--- config.mk ---
export PLATFORM = sky130hd
export DESIGN_NAME = cacr_regs
export DESIGN_NICKNAME = d
export VERILOG_FILES = /design/src/hw/cacr_pkg.sv /design/src/hw/cacr_regs.sv
export SDC_FILE = /design/constraint.sdc
export NUM_CORES = 1
export LEC_CHECK = 0
export BUFFER_PORTS_ARGS = -buffer_cell sky130_fd_sc_hd__buf_2
export CAP_MARGIN = 20
export CORE_ASPECT_RATIO = 1.2
export CORE_MARGIN = 5
export CORE_UTILIZATION = 59
export DETAILED_ROUTE_END_ITERATION = 10
export PLACE_DENSITY = 0.85
export REMOVE_ABC_BUFFERS = 1
export SLEW_MARGIN = 20
export SYNTH_ARGS = -nofsm -noshare
export SYNTH_HDL_FRONTEND = slang
export SYNTH_SLANG_ARGS = --single-unit
--- constraint.sdc ---
create_clock -name clk_sys -period 3.07 [get_ports clk_sys]
set_input_delay 0.614 -clock clk_sys [delete_from_list [all_inputs] [get_ports clk_sys]]
set_output_delay 0.614 -clock clk_sys [all_outputs]
set_load 0.05 [all_outputs]
--- src/hw/cacr_pkg.sv ---
// Package for the clock analog configuration register bank.
// Assumes a byte-wide register index/data access port from the serial processor port.
package cacr_pkg;

    // Register indices (byte-wide registers, multi-byte registers span several indices)
    localparam logic [4:0] IDX_REF_DIV     = 5'h00;
    localparam logic [4:0] IDX_FB_MOD      = 5'h01;
    localparam logic [4:0] IDX_FB_INT      = 5'h02;
    localparam logic [4:0] IDX_FB_FRAC_LO  = 5'h03;
    localparam logic [4:0] IDX_FB_FRAC_HI  = 5'h04;
    localparam logic [4:0] IDX_DAC_SET     = 5'h05;
    localparam logic [4:0] IDX_SYS_DIV     = 5'h06;
    localparam logic [4:0] IDX_BIAS_LO     = 5'h07;
    localparam logic [4:0] IDX_BIAS_HI     = 5'h08;
    localparam logic [4:0] IDX_XO_B0       = 5'h09;
    localparam logic [4:0] IDX_XO_B1       = 5'h0a;
    localparam logic [4:0] IDX_XO_B2       = 5'h0b;
    localparam logic [4:0] IDX_XO_B3       = 5'h0c;
    localparam logic [4:0] IDX_OD_LO       = 5'h0d;
    localparam logic [4:0] IDX_OD_HI       = 5'h0e;
    localparam logic [4:0] IDX_DRV_EN      = 5'h0f;
    localparam logic [4:0] IDX_DRV_MODE    = 5'h10;
    localparam logic [4:0] IDX_DRV_AMP     = 5'h11;

    // Writable masks per byte
    localparam logic [7:0] MSK_REF_DIV  = 8'h07;
    localparam logic [7:0] MSK_FB_MOD   = 8'h83;
    localparam logic [7:0] MSK_DAC_SET  = 8'h1f;
    localparam logic [7:0] MSK_SYS_DIV  = 8'h1f;
    localparam logic [7:0] MSK_XO_B2    = 8'h07;
    localparam logic [7:0] MSK_OD_HI    = 8'hbf;
    localparam logic [7:0] MSK_DRV_EN   = 8'h0f;

    // Reset values
    localparam logic [2:0]  RST_REF_DIV   = 3'h1;
    localparam logic        RST_MOD_ON    = 1'b1;
    localparam logic [1:0]  RST_MOD_ORDER = 2'h1;
    localparam logic [7:0]  RST_FB_INT    = 8'h23;
    localparam logic [15:0] RST_FB_FRAC   = 16'h2800;
    localparam logic [4:0]  RST_DAC_SET   = 5'h04;
    localparam logic [4:0]  RST_SYS_DIV   = 5'h0c;
    localparam logic [18:0] RST_XO        = 19'h15f1f;
    localparam logic [15:0] RST_OD        = 16'h8069;
    localparam logic [3:0]  RST_DRV_EN    = 4'h0;
    localparam logic [7:0]  RST_DRV_MODE  = 8'h6c;
    localparam logic [7:0]  RST_DRV_AMP   = 8'hb4;

    // Codes
    localparam logic [1:0] ORDER_INT  = 2'h0;
    localparam logic [1:0] ORDER_RSVD = 2'h3;
    localparam logic [4:0] DAC_MAX    = 5'h10;
    localparam logic [5:0] CAP_MAX    = 6'h2f;
    localparam logic [2:0] REF_DIV_MAX = 3'h4;
    localparam int unsigned SYS_PRE_DIV = 4;

    typedef enum logic [1:0] {
        CACR_HCSL = 2'h0,
        CACR_RSVD = 2'h1,
        CACR_LVDS = 2'h2,
        CACR_CMOS = 2'h3
    } cacr_drv_type_t;

    typedef enum logic [1:0] {
        CACR_DIS_LOW_LOW  = 2'h0,
        CACR_DIS_LOW_HIGH = 2'h1,
        CACR_DIS_HIZ      = 2'h2,
        CACR_DIS_TOGGLE   = 2'h3
    } cacr_dis_state_t;

    // Bus request
    typedef struct packed {
        logic       wr;
        logic       rd;
        logic [4:0] idx;
        logic [7:0] wdata;
    } cacr_req_t;

    // Bias calibration inputs
    typedef struct packed {
        logic       comp_level;
        logic [2:0] cfg_eff;
        logic [2:0] cfg_sel;
        logic       fail;
        logic       done;
    } cacr_bias_t;

    // Complete register state
    typedef struct packed {
        logic [2:0]  ref_div;
        logic        mod_on;
        logic [1:0]  mod_order;
        logic [7:0]  fb_int;
        logic [15:0] fb_frac;
        logic [4:0]  dac_set;
        logic [4:0]  sys_div;
        logic [18:0] xo;
        logic [15:0] od;
        logic [3:0]  drv_en;
        logic [7:0]  drv_mode;
        logic [7:0]  drv_amp;
        logic [7:0]  rdata;
    } cacr_state_t;

endpackage

--- src/hw/cacr_regs.sv ---
// Configuration and status register bank for the converter APLL, system divider,
// bias calibration, crystal oscillator and output stage.
// Assumes a synchronous byte-wide index/data port driven by the serial port logic.
`timescale 1ns/1ps
`default_nettype none

module cacr_regs
    import cacr_pkg::*;
(
    input  wire logic        clk_sys,
    input  wire logic        rst,
    input  wire cacr_req_t   req,
    output logic [7:0]       rdata,
    input  wire cacr_bias_t  bias,
    input  wire logic        osc_clk,
    input  wire logic        out_enable_pin,
    output logic [2:0]       ref_div_code,
    output logic [4:0]       ref_div_ratio,
    output logic             fb_mmd_mode,
    output logic [1:0]       fb_mod_order,
    output logic [23:0]      fb_ratio_q8_16,
    output logic [4:0]       dac_base,
    output logic [4:0]       sys_div,
    output logic [1:0]       crystal_gain_amps,
    output logic [5:0]       cap_xout,
    output logic [5:0]       cap_xin,
    output logic             crystal_regulator_on,
    output logic             divider_regulator_on,
    output logic [13:0]      outdiv_ratio,
    output cacr_drv_type_t   drv_type,
    output logic [1:0]       lvds_common_level,
    output logic             hcsl_term_on,
    output logic             drv_bias_on,
    output logic [3:0]       swing_code,
    output logic             lvds_amp_high,
    output logic             clock_out_true,
    output logic             clock_out_true_oe,
    output logic             clock_out_complement,
    output logic             clock_out_complement_oe
);

    cacr_state_t st_reg;
    cacr_state_t st_next;

    // Masked byte update: only writable bits change
    function automatic logic [7:0] merge(input logic [7:0] old, input logic [7:0] nw,
                                          input logic [7:0] msk);
        merge = (old & ~msk) | (nw & msk);
    endfunction

    function automatic logic [7:0] bias_byte(input cacr_bias_t b, input logic hi);
        if (hi)
        begin
            bias_byte = {7'h00, b.comp_level};
        end
        else
        begin
            // Fields shown only once calibration has finished
            bias_byte = b.done ? {b.cfg_eff, b.cfg_sel, b.fail, 1'b1}
                               : 8'h00;
        end
    endfunction

    always_comb
    begin
        st_next = st_reg;
        if (req.wr)
        begin
            case (req.idx)
                IDX_REF_DIV:    st_next.ref_div = 3'(merge({5'h00, st_reg.ref_div},
                                    req.wdata, MSK_REF_DIV));
                IDX_FB_MOD:
                begin
                    st_next.mod_on    = req.wdata[7];
                    st_next.mod_order = req.wdata[1:0];
                end
                IDX_FB_INT:     st_next.fb_int = req.wdata;
                IDX_FB_FRAC_LO: st_next.fb_frac[7:0] = req.wdata;
                IDX_FB_FRAC_HI: st_next.fb_frac[15:8] = req.wdata;
                IDX_DAC_SET:    st_next.dac_set = 5'(merge({3'h0, st_reg.dac_set},
                                    req.wdata, MSK_DAC_SET));
                IDX_SYS_DIV:    st_next.sys_div = 5'(merge({3'h0, st_reg.sys_div},
                                    req.wdata, MSK_SYS_DIV));
                IDX_XO_B0:      st_next.xo[7:0] = req.wdata;
                IDX_XO_B1:      st_next.xo[15:8] = req.wdata;
                IDX_XO_B2:      st_next.xo[18:16] = 3'(merge({5'h00, st_reg.xo[18:16]},
                                    req.wdata, MSK_XO_B2));
                IDX_OD_LO:      st_next.od[7:0] = req.wdata;
                IDX_OD_HI:      st_next.od[15:8] = merge(st_reg.od[15:8],
                                    req.wdata, MSK_OD_HI);
                IDX_DRV_EN:     st_next.drv_en = 4'(merge({4'h0, st_reg.drv_en},
                                    req.wdata, MSK_DRV_EN));
                IDX_DRV_MODE:   st_next.drv_mode = req.wdata;
                IDX_DRV_AMP:    st_next.drv_amp = req.wdata;
                default:        st_next.rdata = st_reg.rdata;
            endcase
        end
        if (req.rd)
        begin
            case (req.idx)
                IDX_REF_DIV:    st_next.rdata = {5'h00, st_reg.ref_div};
                IDX_FB_MOD:     st_next.rdata = {st_reg.mod_on, 5'h00, st_reg.mod_order};
                IDX_FB_INT:     st_next.rdata = st_reg.fb_int;
                IDX_FB_FRAC_LO: st_next.rdata = st_reg.fb_frac[7:0];
                IDX_FB_FRAC_HI: st_next.rdata = st_reg.fb_frac[15:8];
                IDX_DAC_SET:    st_next.rdata = {3'h0, st_reg.dac_set};
                IDX_SYS_DIV:    st_next.rdata = {3'h0, st_reg.sys_div};
                IDX_BIAS_LO:    st_next.rdata = bias_byte(bias, 1'b0);
                IDX_BIAS_HI:    st_next.rdata = bias_byte(bias, 1'b1);
                IDX_XO_B0:      st_next.rdata = st_reg.xo[7:0];
                IDX_XO_B1:      st_next.rdata = st_reg.xo[15:8];
                IDX_XO_B2:      st_next.rdata = {5'h00, st_reg.xo[18:16]};
                IDX_XO_B3:      st_next.rdata = 8'h00;
                IDX_OD_LO:      st_next.rdata = st_reg.od[7:0];
                IDX_OD_HI:      st_next.rdata = st_reg.od[15:8] & MSK_OD_HI;
                IDX_DRV_EN:     st_next.rdata = {4'h0, st_reg.drv_en};
                IDX_DRV_MODE:   st_next.rdata = st_reg.drv_mode;
                IDX_DRV_AMP:    st_next.rdata = st_reg.drv_amp;
                default:        st_next.rdata = 8'h00;
            endcase
        end
    end

    always_ff @(posedge clk_sys)
    begin
        if (rst)
        begin
            st_reg           <= '0;
            st_reg.ref_div   <= RST_REF_DIV;
            st_reg.mod_on    <= RST_MOD_ON;
            st_reg.mod_order <= RST_MOD_ORDER;
            st_reg.fb_int    <= RST_FB_INT;
            st_reg.fb_frac   <= RST_FB_FRAC;
            st_reg.dac_set   <= RST_DAC_SET;
            st_reg.sys_div   <= RST_SYS_DIV;
            st_reg.xo        <= RST_XO;
            st_reg.od        <= RST_OD;
            st_reg.drv_en    <= RST_DRV_EN;
            st_reg.drv_mode  <= RST_DRV_MODE;
            st_reg.drv_amp   <= RST_DRV_AMP;
        end
        else
        begin
            st_reg <= st_next;
        end
    end

    assign rdata = st_reg.rdata;

    // Converter APLL controls
    assign ref_div_code  = st_reg.ref_div;
    // Ratio 1 means bypass; reserved codes above 4 also bypass
    assign ref_div_ratio = (st_reg.ref_div == 3'h0 || st_reg.ref_div > REF_DIV_MAX)
                           ? 5'h01 : 5'(5'h01 << st_reg.ref_div);
    assign fb_mmd_mode   = st_reg.mod_on;
    // Reserved order treated as integer
    assign fb_mod_order  = (st_reg.mod_on && st_reg.mod_order != ORDER_RSVD)
                           ? st_reg.mod_order : ORDER_INT;
    assign fb_ratio_q8_16 = st_reg.mod_on ? {st_reg.fb_int, st_reg.fb_frac}
                                          : {st_reg.fb_int, 16'h0000};
    assign dac_base      = (st_reg.dac_set > DAC_MAX) ? DAC_MAX : st_reg.dac_set;
    assign sys_div       = st_reg.sys_div;

    // Crystal oscillator
    assign crystal_regulator_on = st_reg.xo[16];
    assign crystal_gain_amps    = st_reg.xo[15:14];
    assign cap_xout = (st_reg.xo[13:8] > CAP_MAX) ? CAP_MAX : st_reg.xo[13:8];
    assign cap_xin  = (st_reg.xo[5:0] > CAP_MAX) ? CAP_MAX : st_reg.xo[5:0];

    // Output divider and driver settings
    assign divider_regulator_on = st_reg.od[15];
    assign outdiv_ratio         = st_reg.od[13:0];
    assign drv_type             = cacr_drv_type_t'(st_reg.drv_mode[1:0]);
    assign drv_bias_on          = st_reg.drv_mode[2];
    assign hcsl_term_on         = st_reg.drv_mode[3];
    assign lvds_common_level    = st_reg.drv_mode[5:4];
    assign swing_code           = st_reg.drv_amp[7:4];
    assign lvds_amp_high        = st_reg.drv_amp[3];

    // Pin behaviour
    logic            pd;
    logic            enabled;
    cacr_dis_state_t dis_state;
    logic [1:0]      cmos_phase;
    always_comb
    begin
        pd         = st_reg.drv_en[0];
        dis_state  = cacr_dis_state_t'(st_reg.drv_en[3:2]);
        cmos_phase = st_reg.drv_mode[7:6];
        enabled    = !st_reg.drv_en[1] && out_enable_pin;
        clock_out_true          = osc_clk;
        clock_out_complement    = ~osc_clk;
        clock_out_true_oe       = 1'b1;
        clock_out_complement_oe = 1'b1;
        if (drv_type == CACR_CMOS)
        begin
            case (cmos_phase)
                2'h0:    clock_out_complement = osc_clk;
                2'h1:    clock_out_complement = ~osc_clk;
                2'h2:    clock_out_complement = 1'b0;
                default: clock_out_true = 1'b0;
            endcase
        end
        if (pd)
        begin
            clock_out_true_oe       = 1'b0;
            clock_out_complement_oe = 1'b0;
            clock_out_true          = 1'b0;
            clock_out_complement    = 1'b0;
        end
        else if (!enabled)
        begin
            case (dis_state)
                CACR_DIS_LOW_LOW:
                begin
                    clock_out_true       = 1'b0;
                    clock_out_complement = (drv_type == CACR_LVDS);
                end
                CACR_DIS_LOW_HIGH:
                begin
                    clock_out_true       = 1'b0;
                    clock_out_complement = 1'b1;
                end
                CACR_DIS_HIZ:
                begin
                    clock_out_true          = 1'b0;
                    clock_out_complement    = 1'b0;
                    clock_out_true_oe       = 1'b0;
                    clock_out_complement_oe = 1'b0;
                end
                default:
                begin
                    clock_out_true_oe = 1'b1;
                end
            endcase
        end
    end

endmodule

`default_nettype wire

==> results_dict.tcl, run 1 <==
set metrics [dict create \
    outcome "completed" \
    synth_edf_count 0 \
    track_usage_pct 32.6 \
    io_buffers 125 \
    avgSynthCellArea_um2 8.35 \
    p_total_mw 2.79 \
    syn-instance-count 675 \
    die_h_um 117 \
    clock_skew_ns 0.00792 \
    insertedDiodeCount 0 \
    first_pass_iters 5 \
    largest_reg_flops 51 \
    grt_first_pass_wirelength_mm 28.9 \
    antenna_found_initial 0 \
    rows 39 \
    whs_path_depth 2 \
    initial_core_util_pct 59.9 \
    htreeDepth 3 \
    multi_input_area_um2 2910 \
    clkTransAtPathRegs_ns 0.07 \
    die_w_um 99.2 \
    cp_max_fo 6 \
    leakagePower_nw 2.60 \
    slew_violations 0 \
    max-vdd-ir-drop_v 0.000280 \
    synth_area_leaders "dfxtp_1, buf_4, nand3_1" \
    finalCritPeriodShare_pct 81.8 \
    dp_hpwl_mm 13.5 \
    postRouteAntennaNets 0 \
    cts_setup_buffers 0 \
    wl_per_cell_um 22.8 \
    async_reset_ff_share_pct 0 \
    grt-ovfl-total 0 \
    holdCritPathClass "reg -> reg" \
    rsz0062_at_grt "no" \
    cts_tree "done" \
    relSlewSlack_pct 46.8 \
    cp-start-kind "flip-flop" \
    clockBufferDepth 2 \
    totalWireLength_mm 19.3 \
    grt_max_degree 48 \
    drive_above_1_share_pct 24.2 \
    synth_warnings 0 \
    ios 126 \
    cp.required_ns 2.46 \
    rr_worst_depth 4 \
    fin_cells 849 \
    final_nets 751 \
    nFillCells 806 \
    cts_root_buf "clkbuf_16" \
    dieArea_um2 11600 \
    netlist_area_um2 5640 \
    cts_resized 0 \
    vias_per_cell 6.42 \
    ys_ff_latch 102 \
    clock-sinks 102 \
    num_vias 5454 \
    ctsHoldBuffers 0 \
    seq_area_frac_synth_pct 36.2 \
    power_density_nw_per_um2 455 \
    synth.distinct_cells 69 \
    drt_iter0_drc 558 \
    area_delta_synth_final_pct 8.65 \
    fmax_mhz 398 \
    worst_setup_path_end_kind "primary output" \
    finalCriticalPeriod_ns 2.51 \
    drc 0 \
    crit_arrival_ns 1.90 \
    place.gp.congestion 0.974 \
    placed_cells 833 \
    clk_latency_ns 0.36 \
    core_area_um2 9420 \
    synth_top_area_share_pct 36.2 \
    cts_buffers 9 \
    cap_violations 0 \
    synth_top_flop_cell "dfxtp_1" \
    fin_tns_setup_ns 0 \
    path_class "reg -> out" \
    setup_viol 0 \
    hold_violations 0 \
    register_area_um2 2040 \
    yosysTopAreaCell "dfxtp_1" \
    tightestPinTransition_ns 0.797 \
    whs_ns 0.470 \
    grt_pass1_vias 5117 \
]
-- metrics by stage --
step / setup WS [ns] / utilization, % / cell area, um^2
after global routing: 0.488 / 65.1 / 6130
after CTS: 0.586 / 65.1 / 6130
final: 0.560 / 65.1 / 6130
after floorplan: -0.314 / - / 4980
after global placement: 0.452 / 62.0 / 5840
after detailed placement: 0.375 / 62.0 / 5840
-- cell type report --
type / instances / share of cell area [%]
flip-flops and latches: 102 / 33.3
inverters: 7 / 0.429
multi-input cells: 465 / 47.5
repair buffers: 136 / 11.6
clock buffers: 10 / 3.74
clock inverters: 6 / 0.899
well taps: 123 / 2.51
-- routing by layer --
layer	wire length [um]	share of wire [%]	GRT usage, %
met1	7310	38	39.1
met2	9430	49	55.8
met3	1790	9.2	5.63
met4	815	4.2	17.9
met5	0	0	0
-- power by group --
| part | total (mW) | internal [mW] | leakage [nW] | switching (mW) |
|---|---|---|---|---|
| clock | 1.12 | 0.565 | 0.133 | 0.556 |
| combinational | 0.318 | 0.0859 | 1.64 | 0.232 |
| sequential | 1.35 | 1.34 | 0.824 | 0.0154 |
| total | 2.79 | 1.99 | 2.60 | 0.803 |
-- worst max-delay path, stage by stage (launching register included) --
cell	delay [ns]
dfxtp_1	0.49
nand2_1	0.10
nor2_1	0.10
mux2_2	0.34
o32a_1	0.15
nor2_1	0.09
buf_2	0.27
-- cells by family (layout without fill, tap and decap cells) --
family | count (synthesis) | in the layout | share of synthesized area, %
flip-flops | 102 | 102 | 36.2
adder cells (fa/ha/maj) | 2 | 2 | 0.444
multiplexers | 36 | 36 | 6.48
AND/OR/NAND/NOR | 308 | 308 | 30.2
buffers and inverters | 108 | 159 | 12.1
AO/OA/AOI/OAI | 119 | 119 | 14.5
-- final timing paths --
kind	startpoint	to	slack, ns
hold / removal	rdata[5]	rdata[5]	0.47
hold reg to reg	rdata[5]	rdata[5]	0.47
setup / recovery	drv_type[0]	clock_out_complement	0.56
setup reg to reg	fb_mmd_mode	rdata[7]	1.47
-- cell usage in the layout (no fill, tap or decap), types with 4 or more instances in the layout --
master,netlist,final
a22oi_1,8,8
and3_1,6,6
nand2_1,86,86
nor2_1,39,39
a32o_1,5,5
a211o_1,6,6
nor4_1,4,4
nor2b_1,10,10
mux2_2,4,4
a31oi_1,4,4
and2_1,18,18
a21oi_1,44,44
buf_2,13,125
mux2i_1,32,32
nand3_1,66,66
buf_4,55,11
a32oi_1,7,7
nand4_1,4,4
o21ai_0,12,12
nand3b_1,18,18
nor4b_1,4,4
dfxtp_1,102,102
nand2b_1,22,22
clkbuf_16,0,9
inv_1,7,7
o211ai_1,7,7
-- cell usage after synthesis, drive strengths merged (3+ instances only) --
| cell | instances |
|---|---|
| a211o | 6 |
| and3b | 3 |
| and2 | 20 |
| mux2 | 4 |
| mux2i | 32 |
| a32o | 5 |
| nand3 | 69 |
| nor2 | 41 |
| nand4 | 4 |
| nand2b | 22 |
| nand3b | 18 |
| dfxtp | 102 |
| a221oi | 4 |
| a31oi | 4 |
| o211ai | 7 |
| nor4b | 4 |
| nor2b | 12 |
| a21oi | 44 |
| buf | 76 |
| and3 | 6 |
| a22o | 3 |
| nand2 | 87 |
| o21ai | 13 |
| a22oi | 9 |
| clkbuf | 25 |
| nor4 | 6 |
| inv | 7 |
| and4 | 3 |
| nor3b | 4 |
| a32oi | 7 |
Power figures use the tool's default switching activity.
==> run 2: changes to the inputs <==
--- a/config.mk
+++ b/config.mk
@@ -9,9 +9,9 @@
 export CAP_MARGIN = 20
 export CORE_ASPECT_RATIO = 1.2
 export CORE_MARGIN = 5
-export CORE_UTILIZATION = 59
+export CORE_UTILIZATION = 49
 export DETAILED_ROUTE_END_ITERATION = 10
-export PLACE_DENSITY = 0.85
+export PLACE_DENSITY = 0.75
 export REMOVE_ABC_BUFFERS = 1
 export SLEW_MARGIN = 20
 export SYNTH_ARGS = -nofsm -noshare
==> constraint.sdc (replaced) <==
create_clock -name clk_sys -period 2.3 [get_ports clk_sys]
set_input_delay 0.46 -clock clk_sys [delete_from_list [all_inputs] [get_ports clk_sys]]
set_output_delay 0.46 -clock clk_sys [all_outputs]
set_load 0.05 [all_outputs]
==> results_dict.tcl, run 2 (same netlist as run 1, synthesis figures left out) <==
set metrics [dict create \
    drc 0 \
    cts_buffers 9 \
    r2r_setup_slack_ns 0.79 \
    final_nets 768 \
    cp_max_fo 7 \
    vias_per_cell 6.02 \
    power_density_nw_per_um2 588 \
    use_met1_pct 35.5 \
    wl_per_cell_um 21.6 \
    htreeDepth 3 \
    drive_above_1_share_pct 26.5 \
    largest_reg_flops 51 \
    initial_core_util_pct 49.4 \
    finalCriticalPeriod_ns 2.21 \
    insertedDiodeCount 0 \
    grt.busiest_layer "met2" \
    ios 126 \
    p_total_mw 3.70 \
    slew_violations 0 \
    cts_setup_buffers 0 \
    max-vdd-ir-drop_v 0.000387 \
    cp-start-kind "flip-flop" \
    crit_arrival_ns 1.75 \
    setup_viol 0 \
    fin_cells 900 \
    fmax_mhz 453 \
    track_usage_pct 27.9 \
    grt_use_met2_pct 46.2 \
    clock_skew_ns 0.0120 \
    clkTransAtPathRegs_ns 0.07 \
    final_util_pct 55.2 \
    postRouteAntennaNets 0 \
    core_area_um2 11400 \
    cp.required_ns 1.84 \
    dp_slack_ns 0.0516 \
    final_common_cell "buf_2" \
    drt_iter0_drc 521 \
    io_buffers 125 \
    tightestPinTransition_ns 0.694 \
    clock-sinks 102 \
    setup_ws_ns 0.0948 \
    grt_first_pass_wirelength_mm 29.3 \
    cap_violations 0 \
    clockBufferDepth 2 \
    grt-ovfl-total 0 \
    grtUsageMet3_pct 5.31 \
    nFillCells 1100 \
    outcome "completed" \
    leakagePower_nw 2.69 \
    path_class "reg -> out" \
    holdCritPathClass "in -> reg" \
    totalWireLength_mm 19.4 \
    first_pass_iters 5 \
    num_vias 5420 \
    antenna_found_initial 0 \
    finalCritPeriodShare_pct 95.9 \
    grt_pass1_vias 5127 \
    worst_setup_path_end_kind "primary output" \
    dp_hpwl_mm 14.2 \
    place.gp.congestion 0.960 \
    clk_latency_ns 0.36 \
    cts_tree "done" \
    placed_cells 884 \
    cts_root_buf "clkbuf_16" \
    layout_common_cells "buf_2, dfxtp_1, nand2_1, nand3_1, a21oi_1" \
    die_w_um 108 \
    grt_max_degree 39 \
    die_h_um 128 \
    relSlewSlack_pct 53.7 \
    rows 43 \
    hold_violations 0 \
    dieArea_um2 13800 \
    area_delta_synth_final_pct 11.7 \
]
==> run 2: cell types whose count changed in the layout (fill, tap and decap cells not counted) <==
cell	delta
buf_2	-4
clkinv_2	+3
clkbuf_1	-1
dfxtp_2	+3
inv_8	-2
buf_4	+21
inv_6	+2
dfxtp_1	-3
clkinv_4	-1
clkinvlp_4	-1
==> run 2: what timing repair did <==
action | in CTS | in global routing
pin swaps | 0 | 0
endpoints found under the setup margin | 1 | 4
hold buffers | 0 | 0
hold endpoints to repair | 0 | 0
gates resized for setup | 1 | 9
==> run 2: final cells by class <==
class	instances	area [um^2]	area share, %
timing repair buffer	153	846	13.4
multi-input combinational	465	2910	46.2
sequential	102	2050	32.5
clock buffer	9	225	3.57
tap	157	196	3.12
inverter	7	26.3	0.417
clock inverter	7	48.8	0.774
==> run 2: critical path: stages (launching register included) <==
cell	delay [ns]
dfxtp_1	0.44
nor2_1	0.10
ha_1	0.32
nor4bb_1	0.28
buf_4	0.25
==> run 2: final timing paths <==
path	from	to	cells after the start
setup / recovery	ref_div_code[0]	ref_div_ratio[3]	4
hold / removal	req[5]	st_reg[49]	3
setup reg to reg	outdiv_ratio[9]	rdata[1]	5
hold reg to reg	st_reg[50]	st_reg[50]	2
==> run 2: where the power goes <==
group	leakage (nW)	internal (mW)	switching, mW
logic	1.73	0.129	0.313
clock network	0.136	0.739	0.720
registers	0.826	1.78	0.0194
total	2.69	2.65	1.05
==> run 2: metrics by stage <==
stage          cell area [um^2]  TNS (ns)  hold slack [ns]
3_5_place_dp               6010         0            0.448
2_1_floorplan              4980     -3.98            0.430
6_report                   6300         0            0.409
5_1_grt                    6300   -0.0107            0.421
4_1_cts                    6290         0            0.406
3_3_place_gp               6010         0            0.445
==> run 2: per-layer routing <==
layer	up-vias	share of wire [%]
met5	-	0
met4	0	3.7
met3	49	9.1
met2	309	49
met1	2597	39
li1	2465	-
